$ cat src/sfc_pkg.sv
// Constants for the synthesizer frequency control block.
// Assumes a 100 MHz system clock and an external serial register decoder.
package sfc_pkg;
   // *********************************************************
   // Register offsets and reset values.
   // *********************************************************
   localparam logic [6:0] ADDR_OFS_LO  = 7'h73;
   localparam logic [6:0] ADDR_OFS_HI  = 7'h74;
   localparam logic [6:0] ADDR_BAND    = 7'h75;
   localparam logic [6:0] ADDR_CAR_HI  = 7'h76;
   localparam logic [6:0] ADDR_CAR_LO  = 7'h77;
   localparam logic [6:0] ADDR_HOP_CH  = 7'h79;
   localparam logic [6:0] ADDR_HOP_ST  = 7'h7A;
   localparam logic [7:0] RST_BAND     = 8'h35;
   localparam logic [7:0] RST_CAR_HI   = 8'hBB;
   localparam logic [7:0] RST_CAR_LO   = 8'h80;
   localparam int         BAND_HB_BIT  = 5;
   localparam int         BAND_SB_BIT  = 6;
   localparam logic [4:0] BAND_MAX     = 5'h17;
   localparam int         N_BASE       = 24;
   // *********************************************************
   // Frequency scaling; clocks in hertz, the X16 terms in sixteenths of a hertz.
   // *********************************************************
   localparam int SYS_HZ       = 100_000_000;
   localparam int REF_HZ       = 10_000_000;
   localparam int REF_DIV      = SYS_HZ / REF_HZ;
   localparam int FRAC_MOD     = 64000;
   localparam int STEP_HZ_X16  = (REF_HZ / FRAC_MOD) * 16 + 4;
   localparam int IF_HZ_X16    = 15_000_000;
   localparam int HOP_HZ_X16   = 160_000;
   localparam int IF_UNITS_LB  = IF_HZ_X16 / STEP_HZ_X16;
   localparam int HOP_UNITS_LB = HOP_HZ_X16 / STEP_HZ_X16;
endpackage

$ cat src/sfc_top.sv
// Synthesizer frequency control: registers to fractional-N division ratio.
// Assumes a serial port decoder delivering byte reads and writes, and a
// mode sequencer on the same clock supplying receive and tune requests.
`timescale 1ns/1ps
`default_nettype none
module sfc_top
   import sfc_pkg::*;
(
   input  wire logic       sys_clk_i,      // 100 MHz clock.
   input  wire logic       nrst_i,         // Async reset, active low.
   input  wire logic       reg_wr_i,       // Register write strobe.
   input  wire logic       reg_rd_i,       // Register read strobe.
   input  wire logic [6:0] reg_addr_i,     // Register address.
   input  wire logic [7:0] reg_wdata_i,    // Write data.
   output logic      [7:0] reg_rdata_o,    // Read data, registered.
   input  wire logic       rx_on_i,        // Receive state active.
   input  wire logic       pll_on_i,       // Tune state requested.
   input  wire logic       afc_en_i,       // Correction loop enabled.
   input  wire logic [9:0] afc_value_i,    // Correction loop value.
   input  wire logic [7:0] deviation_value_i, // Deviation magnitude.
   input  wire logic       mod_data_i,     // Modulating data bit.
   output logic      [6:0] int_ratio_o,    // Integer ratio N.
   output logic     [15:0] frac_ratio_o,   // Fraction F times 64000.
   output logic      [7:0] div_ratio_o,    // Instantaneous divide value.
   output logic            halve_o,        // Output divide-by-two on.
   output logic            synth_en_o,     // Synthesizer enable.
   output logic            xtal_en_o,      // Crystal oscillator enable.
   output logic            vco_cal_o,      // Oscillator calibrate pulse.
   output logic            return_tune_o   // Force tune state pulse.
);
   // *********************************************************
   // Reset release and register file.
   // *********************************************************
   logic        rst_m, rst_n;
   logic [9:0]  signed_offset_value;
   logic [7:0]  band_reg;
   logic [15:0] carrier_fraction_word;
   logic [7:0]  hop_channel, hop_step;
   logic        wr_freq, wr_hop;

   // Reset is released through two flops so all logic leaves it together.
   always_ff @(posedge sys_clk_i or negedge nrst_i)
   begin
      if (!nrst_i)
      begin
         rst_m <= 1'b0;
         rst_n <= 1'b0;
      end
      else
      begin
         rst_m <= 1'b1;
         rst_n <= rst_m;
      end
   end

   assign wr_hop  = reg_wr_i && (reg_addr_i == ADDR_HOP_CH ||
                                 reg_addr_i == ADDR_HOP_ST);
   assign wr_freq = wr_hop || (reg_wr_i && reg_addr_i >= ADDR_OFS_LO &&
                               reg_addr_i <= ADDR_CAR_LO);

   // Register writes; the band index saturates rather than wrapping.
   always_ff @(posedge sys_clk_i or negedge rst_n)
   begin
      if (!rst_n)
      begin
         signed_offset_value   <= '0;
         band_reg              <= RST_BAND;
         carrier_fraction_word <= {RST_CAR_HI, RST_CAR_LO};
         hop_channel           <= '0;
         hop_step              <= '0;
      end
      else if (reg_wr_i)
      begin
         unique case (reg_addr_i)
            ADDR_OFS_LO: signed_offset_value[7:0] <= reg_wdata_i;
            ADDR_OFS_HI: signed_offset_value[9:8] <= reg_wdata_i[1:0];
            ADDR_BAND:
            begin
               band_reg[6:5] <= reg_wdata_i[6:5];
               band_reg[4:0] <= (reg_wdata_i[4:0] > BAND_MAX) ?
                                BAND_MAX : reg_wdata_i[4:0];
            end
            ADDR_CAR_HI: carrier_fraction_word[15:8] <= reg_wdata_i;
            ADDR_CAR_LO: carrier_fraction_word[7:0]  <= reg_wdata_i;
            ADDR_HOP_CH: hop_channel <= reg_wdata_i;
            ADDR_HOP_ST: hop_step    <= reg_wdata_i;
            default: ;
         endcase
      end
   end

   // Reads return stored fields; reserved bits and holes read zero.
   always_ff @(posedge sys_clk_i or negedge rst_n)
   begin
      if (!rst_n)
         reg_rdata_o <= '0;
      else if (reg_rd_i)
      begin
         unique case (reg_addr_i)
            ADDR_OFS_LO: reg_rdata_o <= signed_offset_value[7:0];
            ADDR_OFS_HI: reg_rdata_o <= {6'h00, signed_offset_value[9:8]};
            ADDR_BAND:   reg_rdata_o <= {1'b0, band_reg[6:0]};
            ADDR_CAR_HI: reg_rdata_o <= carrier_fraction_word[15:8];
            ADDR_CAR_LO: reg_rdata_o <= carrier_fraction_word[7:0];
            ADDR_HOP_CH: reg_rdata_o <= hop_channel;
            ADDR_HOP_ST: reg_rdata_o <= hop_step;
            default:     reg_rdata_o <= 8'h00;
         endcase
      end
   end

   // *********************************************************
   // Division ratio in units of one 64000th of the reference.
   // *********************************************************
   logic              hb;
   logic        [9:0] ofs_sel;
   logic signed [24:0] base_units, hop_units, if_units, ofs_units;
   logic signed [24:0] dev_units, next_num;
   logic signed [24:0] num;

   assign hb = band_reg[BAND_HB_BIT];
   // One shared offset: the correction loop owns it when enabled.
   assign ofs_sel = afc_en_i ? afc_value_i : signed_offset_value;
   // One unit is 156.25 Hz times the band factor, so the offset needs
   // no scaling and its sign is simply extended.
   assign ofs_units = 25'($signed(ofs_sel));
   // Hop frequency is converted to units; high band units are twice as
   // coarse, so the term halves there. Exact because 64 is even.
   assign hop_units = 25'((32'(hop_step) * 32'(hop_channel) *
                           HOP_UNITS_LB) >> hb);
   // Low-side injection: the centre frequency is programmed, and the
   // LO sits one IF below it only while receiving.
   assign if_units = rx_on_i ? 25'(IF_UNITS_LB >> hb) : '0;
   assign dev_units = mod_data_i ? 25'(deviation_value_i) :
                                   -25'(deviation_value_i);
   assign base_units = 25'((32'(band_reg[4:0]) + N_BASE) * FRAC_MOD +
                           32'(carrier_fraction_word));
   assign next_num = base_units + hop_units + ofs_units + dev_units -
                     if_units;

   // Ratio is recomputed every cycle, so any write shows two edges later.
   always_ff @(posedge sys_clk_i or negedge rst_n)
   begin
      if (!rst_n)
      begin
         num          <= '0;
         int_ratio_o  <= '0;
         frac_ratio_o <= '0;
      end
      else
      begin
         num          <= next_num;
         int_ratio_o  <= 7'(num / FRAC_MOD);
         frac_ratio_o <= 16'(num % FRAC_MOD);
      end
   end

   // *********************************************************
   // Third order cascade modulator on the 10 MHz reference tick.
   // *********************************************************
   logic [3:0]  ref_cnt;
   logic        ref_tick;
   logic [15:0] acc [3];
   logic [2:0]  carry;
   logic [2:0]  c2d, c3d;

   assign ref_tick = (ref_cnt == 4'(REF_DIV - 1));

   always_ff @(posedge sys_clk_i or negedge rst_n)
   begin
      if (!rst_n)
         ref_cnt <= '0;
      else
         ref_cnt <= ref_tick ? '0 : ref_cnt + 4'h1;
   end

   // Stage 0 integrates the fraction; each later stage the residue of the one before it.
   genvar g;
   generate
      for (g = 0; g < 3; g++)
      begin : g_stage
         logic [16:0] sum;
         assign sum = 17'(acc[g]) + ((g == 0) ? 17'(frac_ratio_o) :
                                     17'(acc[g == 0 ? 0 : g - 1]));
         assign carry[g] = (sum >= 17'(FRAC_MOD));
         always_ff @(posedge sys_clk_i or negedge rst_n)
         begin
            if (!rst_n)
               acc[g] <= '0;
            else if (ref_tick)
               acc[g] <= carry[g] ? 16'(sum - 17'(FRAC_MOD)) :
                                    16'(sum);
         end
      end
   endgenerate

   // Noise-shaping recombination of the carries into a divide value.
   always_ff @(posedge sys_clk_i or negedge rst_n)
   begin
      if (!rst_n)
      begin
         c2d         <= '0;
         c3d         <= '0;
         div_ratio_o <= '0;
      end
      else if (ref_tick)
      begin
         c2d         <= {c2d[1:0], carry[1]};
         c3d         <= {c3d[1:0], carry[2]};
         div_ratio_o <= 8'(10'(int_ratio_o) + 10'(carry[0]) +
                           10'(carry[1]) - 10'(c2d[0]) + 10'(carry[2]) -
                           10'({c3d[0], 1'b0}) + 10'(c3d[1]));
      end
   end

   // *********************************************************
   // Band divider, tune state and calibration requests.
   // *********************************************************
   logic cal_boot;

   // A hop retune during receive is signalled back to the sequencer;
   // calibration follows every frequency register write and the first cycle.
   always_ff @(posedge sys_clk_i or negedge rst_n)
   begin
      if (!rst_n)
      begin
         cal_boot      <= 1'b1;
         vco_cal_o     <= 1'b0;
         return_tune_o <= 1'b0;
         halve_o       <= 1'b1;
         synth_en_o    <= 1'b0;
         xtal_en_o     <= 1'b0;
      end
      else
      begin
         cal_boot      <= 1'b0;
         vco_cal_o     <= cal_boot || wr_freq;
         return_tune_o <= wr_hop && rx_on_i;
         halve_o       <= !hb;
         synth_en_o    <= pll_on_i || rx_on_i;
         xtal_en_o     <= pll_on_i || rx_on_i;
      end
   end

   // *********************************************************
   // Assertions.
   // *********************************************************
   // The ratio outputs trail reset by two edges, so the range check waits
   // until they have been loaded from real register contents.
   logic [1:0] ratio_age;

   always_ff @(posedge sys_clk_i or negedge rst_n)
   begin
      if (!rst_n)
         ratio_age <= '0;
      else if (ratio_age != 2'h3)
         ratio_age <= ratio_age + 2'h1;
   end
endmodule
`default_nettype wire

$ cat config.mk
export PLATFORM = sky130hd
export DESIGN_NAME = sfc_top
export DESIGN_NICKNAME = d
export VERILOG_FILES = /design/src/sfc_pkg.sv /design/src/sfc_top.sv
export SDC_FILE = /design/constraint.sdc
export NUM_CORES = 1
export LEC_CHECK = 0
export ABC_CLOCK_PERIOD_IN_PS = 5410
export BUFFER_PORTS_ARGS = -buffer_cell sky130_fd_sc_hd__buf_2
export CAP_MARGIN = 10
export CELL_PAD_IN_SITES_DETAIL_PLACEMENT = 0
export CELL_PAD_IN_SITES_GLOBAL_PLACEMENT = 1
export CORE_ASPECT_RATIO = 0.6
export CORE_MARGIN = 5
export CORE_UTILIZATION = 45
export CTS_CLUSTER_SIZE = 30
export DETAILED_ROUTE_END_ITERATION = 10
export GPL_TIMING_DRIVEN = 1
export PLACE_DENSITY = 0.88
export SYNTH_ARGS = -nofsm -noshare
export SYNTH_HDL_FRONTEND = slang
export SYNTH_SLANG_ARGS = --single-unit
$ cat constraint.sdc
create_clock -name sys_clk_i -period 5.41 [get_ports sys_clk_i]
set_clock_uncertainty 0.05 [all_clocks]
set_input_delay 1.082 -clock sys_clk_i [delete_from_list [all_inputs] [get_ports sys_clk_i]]
set_output_delay 1.082 -clock sys_clk_i [all_outputs]
set_load 0.03 [all_outputs]
==> flow_metrics.tcl <==
set metrics [dict create \
    synth-seq-area-share_pct 23.26 \
    cts_tree "built" \
    worst-r2r-cell-count 35 \
    initial_antenna_violation_count 7 \
    clk-insertion-delay-late_ns 0.46 \
    timing.critical_path.to_type "flip-flop" \
    dominantRegCellSynth "dfrtp_1" \
    critical_path_class "flip-flop to flip-flop" \
    failed_checks "negative setup slack" \
    synthArstFlopShare_pct 100.0 \
    drtPass1Iterations 5 \
    wirelength_um 58800 \
    critPathMostFrequentCell "buf_4" \
    fin_crit_sh_pct 151.3 \
    final_layout_size_suffix_gt1_share_pct 39.54 \
    floorplan.initialDensity_pct 45.36 \
    io_pins 85 \
    track_usage_pct 24.56 \
    detailed_place.area_mm2 0.02326 \
    timing.fmax_mhz 122.2 \
    timing.final.setup_violations 30 \
    clkSlewWorstSetupHoldPaths_ns 0.08 \
    use_met2_pct 37.81 \
    root_buffer "clkbuf_16" \
    grt_start_max_net_pins 112 \
    final_nets 2933 \
    worstMarginPinSlew_ns 0.9594 \
    ctsHoldBuffers 0 \
    finalMaxSlewViolations 0 \
    final_area_mm2 0.02582 \
    commonest_cells_after_routing_fill_and_taps_aside "buf_4, inv_1, nand2_1" \
    detailedRoute.firstIterationViolations 1306 \
    die_outline_area_mm2 0.04632 \
    synth.avg_cell_area_um2 9.133 \
    layout_top_registers "acc (48), num (25)" \
    fin_util_pct 61.99 \
    worstSetupEndpoint "frac_ratio_o[14]" \
    reg2reg_slack_ns -2.78 \
    worst_r2r_src "num[18]" \
    hpwlAfterDp_um 44350 \
    yosysUniqueCellTypes 123 \
    top_usage_layer "met2" \
    groute.layer.met1.usage_pct 34.75 \
    cp_data_required_time_ns 5.73 \
    final.min_clock_period_ns 8.186 \
    cts_max_path_buffers 2 \
    io_buf_count 84 \
    final_hold_viol_count 0 \
    hold_class "flip-flop to flip-flop" \
    place_ws_ns -2.649 \
    timing.max_slew.rel_slack_pct 36.04 \
    startpoint_types "flip-flop" \
    clock_tree.htree_level_count 4 \
    cp.arrival_ns 8.51 \
    die_w_um 274.5 \
    ff_latch_area_mm2 0.004409 \
    largest_incremental_delay_on_the_critical_path_ns 0.55 \
    result_of_the_run "complete, but fails checks" \
    multiInputGateArea_mm2 0.01480 \
    largest_register_ff_count 48 \
    top_register "acc" \
    die-height_um 168.7 \
    drc 0 \
    synth_enable_flop_cells 0 \
    setup.worst_path.start "num[18]" \
    cts_sinks 175 \
    post_synth_instance_area_mm2 0.01890 \
    yosysWarnings 0 \
    grt_remaining_overflow 0 \
    setup-tns-final_ns -46.21 \
    grt_setup_unrepaired "true" \
    cts-buffers-inserted 17 \
    syn_to_final_growth_pct 36.66 \
    core_region_area_mm2 0.04166 \
    fp-row-count 58 \
    netlist_instances 2069 \
    via_count 17587 \
    routed_wire_length_per_instance_um 18.37 \
    r2r_end "frac_ratio_o[14]" \
    last_weighted_congestion_value_of_the_routability_driven_placer 0.9832 \
    grt_pass1_vias 17818 \
    detail-route-antenna-nets 0 \
    ys_ff_latch 175 \
    critical_path_peak_fanout 7 \
    cap_viol_max_count 0 \
    cp_max_stage_cell "or4_4" \
    avgViaCountPerCell 5.494 \
    use_met3_pct 6.376 \
    filler_instances 3340 \
    postSynthNetCount 2389 \
    final_common_cell "buf_4" \
    fin_ws_ns -2.776 \
    wire_length_of_the_first_global_routing_pass_um 92300 \
]
-- timing repair --
| item | in CTS | in global routing |
|---|---|---|
| setup endpoints to repair | 35 | 35 |
| pin swaps | 145 | 101 |
| buffers inserted | 61 | 35 |
| gates cloned | 1 | 0 |
| resized for setup | 191 | 118 |
-- metal layers --
layer | routed length (µm) | vias to the layer above
li1 | - | 8274
met1 | 26240 | 8692
met2 | 26880 | 524
met3 | 4282 | 97
met4 | 1396 | 0
met5 | 0 | -
-- cell usage after synthesis (all sizes together), types with 5 or more instances --
cell type  number  area, µm²
a211o           8      76.33
a211oi         19      165.2
a21boi          6      48.80
a21o           30      231.5
a21oi         140      708.2
a22o            6      52.55
a22oi          18      135.1
a31o            6      52.55
a31oi          20      131.4
and2           50      324.1
and3           16      102.6
buf            18      128.9
clkbuf         54      205.2
dfrtp         162       4054
dfstp          13      341.6
fa            104       2082
ha            175       2190
inv           238      893.4
mux2           75      852.1
mux2i          33      330.3
nand2         164      620.6
nand2b          6      40.04
nand3          35      197.7
nand4          15      93.84
nor2           90      342.8
nor2b          10      62.56
nor3           26      150.2
nor3b           6      50.05
nor4           15      142.6
o211ai         16      140.1
o21a           12      91.34
o21ai          99      499.2
o21bai         68      514.2
o22ai           9      62.56
o31a            5      48.80
o31ai          14      115.1
o41ai           5      88.84
or2            10      62.56
or3            15      105.1
xnor2         136       1191
xor2           51      446.7
-- layout make-up --
| type | instances | share of cell area [%] |
|---|---|---|
| diodes | 6 | 0.05815 |
| repair buffers | 597 | 17.05 |
| multi-input cells | 1583 | 57.33 |
| well taps | 570 | 2.762 |
| flip-flops and latches | 175 | 17.08 |
| inverters | 239 | 3.542 |
| clock inverters | 10 | 0.4070 |
| clock buffers | 21 | 1.783 |
-- metrics by stage --
stage                     hold slack (ns)  instances
after detailed placement           0.2847       3095
after CTS                          0.3009       3178
after floorplan                    0.2812       2069
after global routing               0.3233       3201
after global placement             0.2892       3095
final                              0.2994       3201
-- cells by family (layout without fill, tap and decap cells) --
family	Yosys count	count (layout)	share of synthesized area, %
AO/OA/AOI/OAI	525	525	19.20
AND/OR/NAND/NOR	476	476	13.01
buffers and inverters	311	867	6.516
adder cells (fa/ha/maj)	283	283	22.82
XOR/XNOR	187	187	8.668
flip-flops	175	175	23.26
multiplexers	110	110	6.496
other	2	8	0.03974
-- worst max-delay path: cells and delay by family (launching register included) --
kind	cells	cell delay, ns
AOI/OAI and AO/OA	14	3.10
DFF	1	0.39
muxes	1	0.15
buffers and inverters	7	1.07
and+or+nand+nor	11	3.08
xor gates and xnor gates	2	0.24
-- worst min-delay path by stage --
stage / from / to / slack, ns / cells after the start
finish: rst_m / rst_n / 0.30 / 0
global route: rst_m / rst_n / 0.32 / 0
detailed placement: rst_m / rst_n / 0.28 / 0
floorplan: rst_m / rst_n / 0.28 / 0
CTS: rst_m / rst_n / 0.30 / 0
global placement: rst_m / rst_n / 0.29 / 0
Power is not shown: default switching activity piles up to over one toggle a cycle in this logic, so the estimate is an artifact.
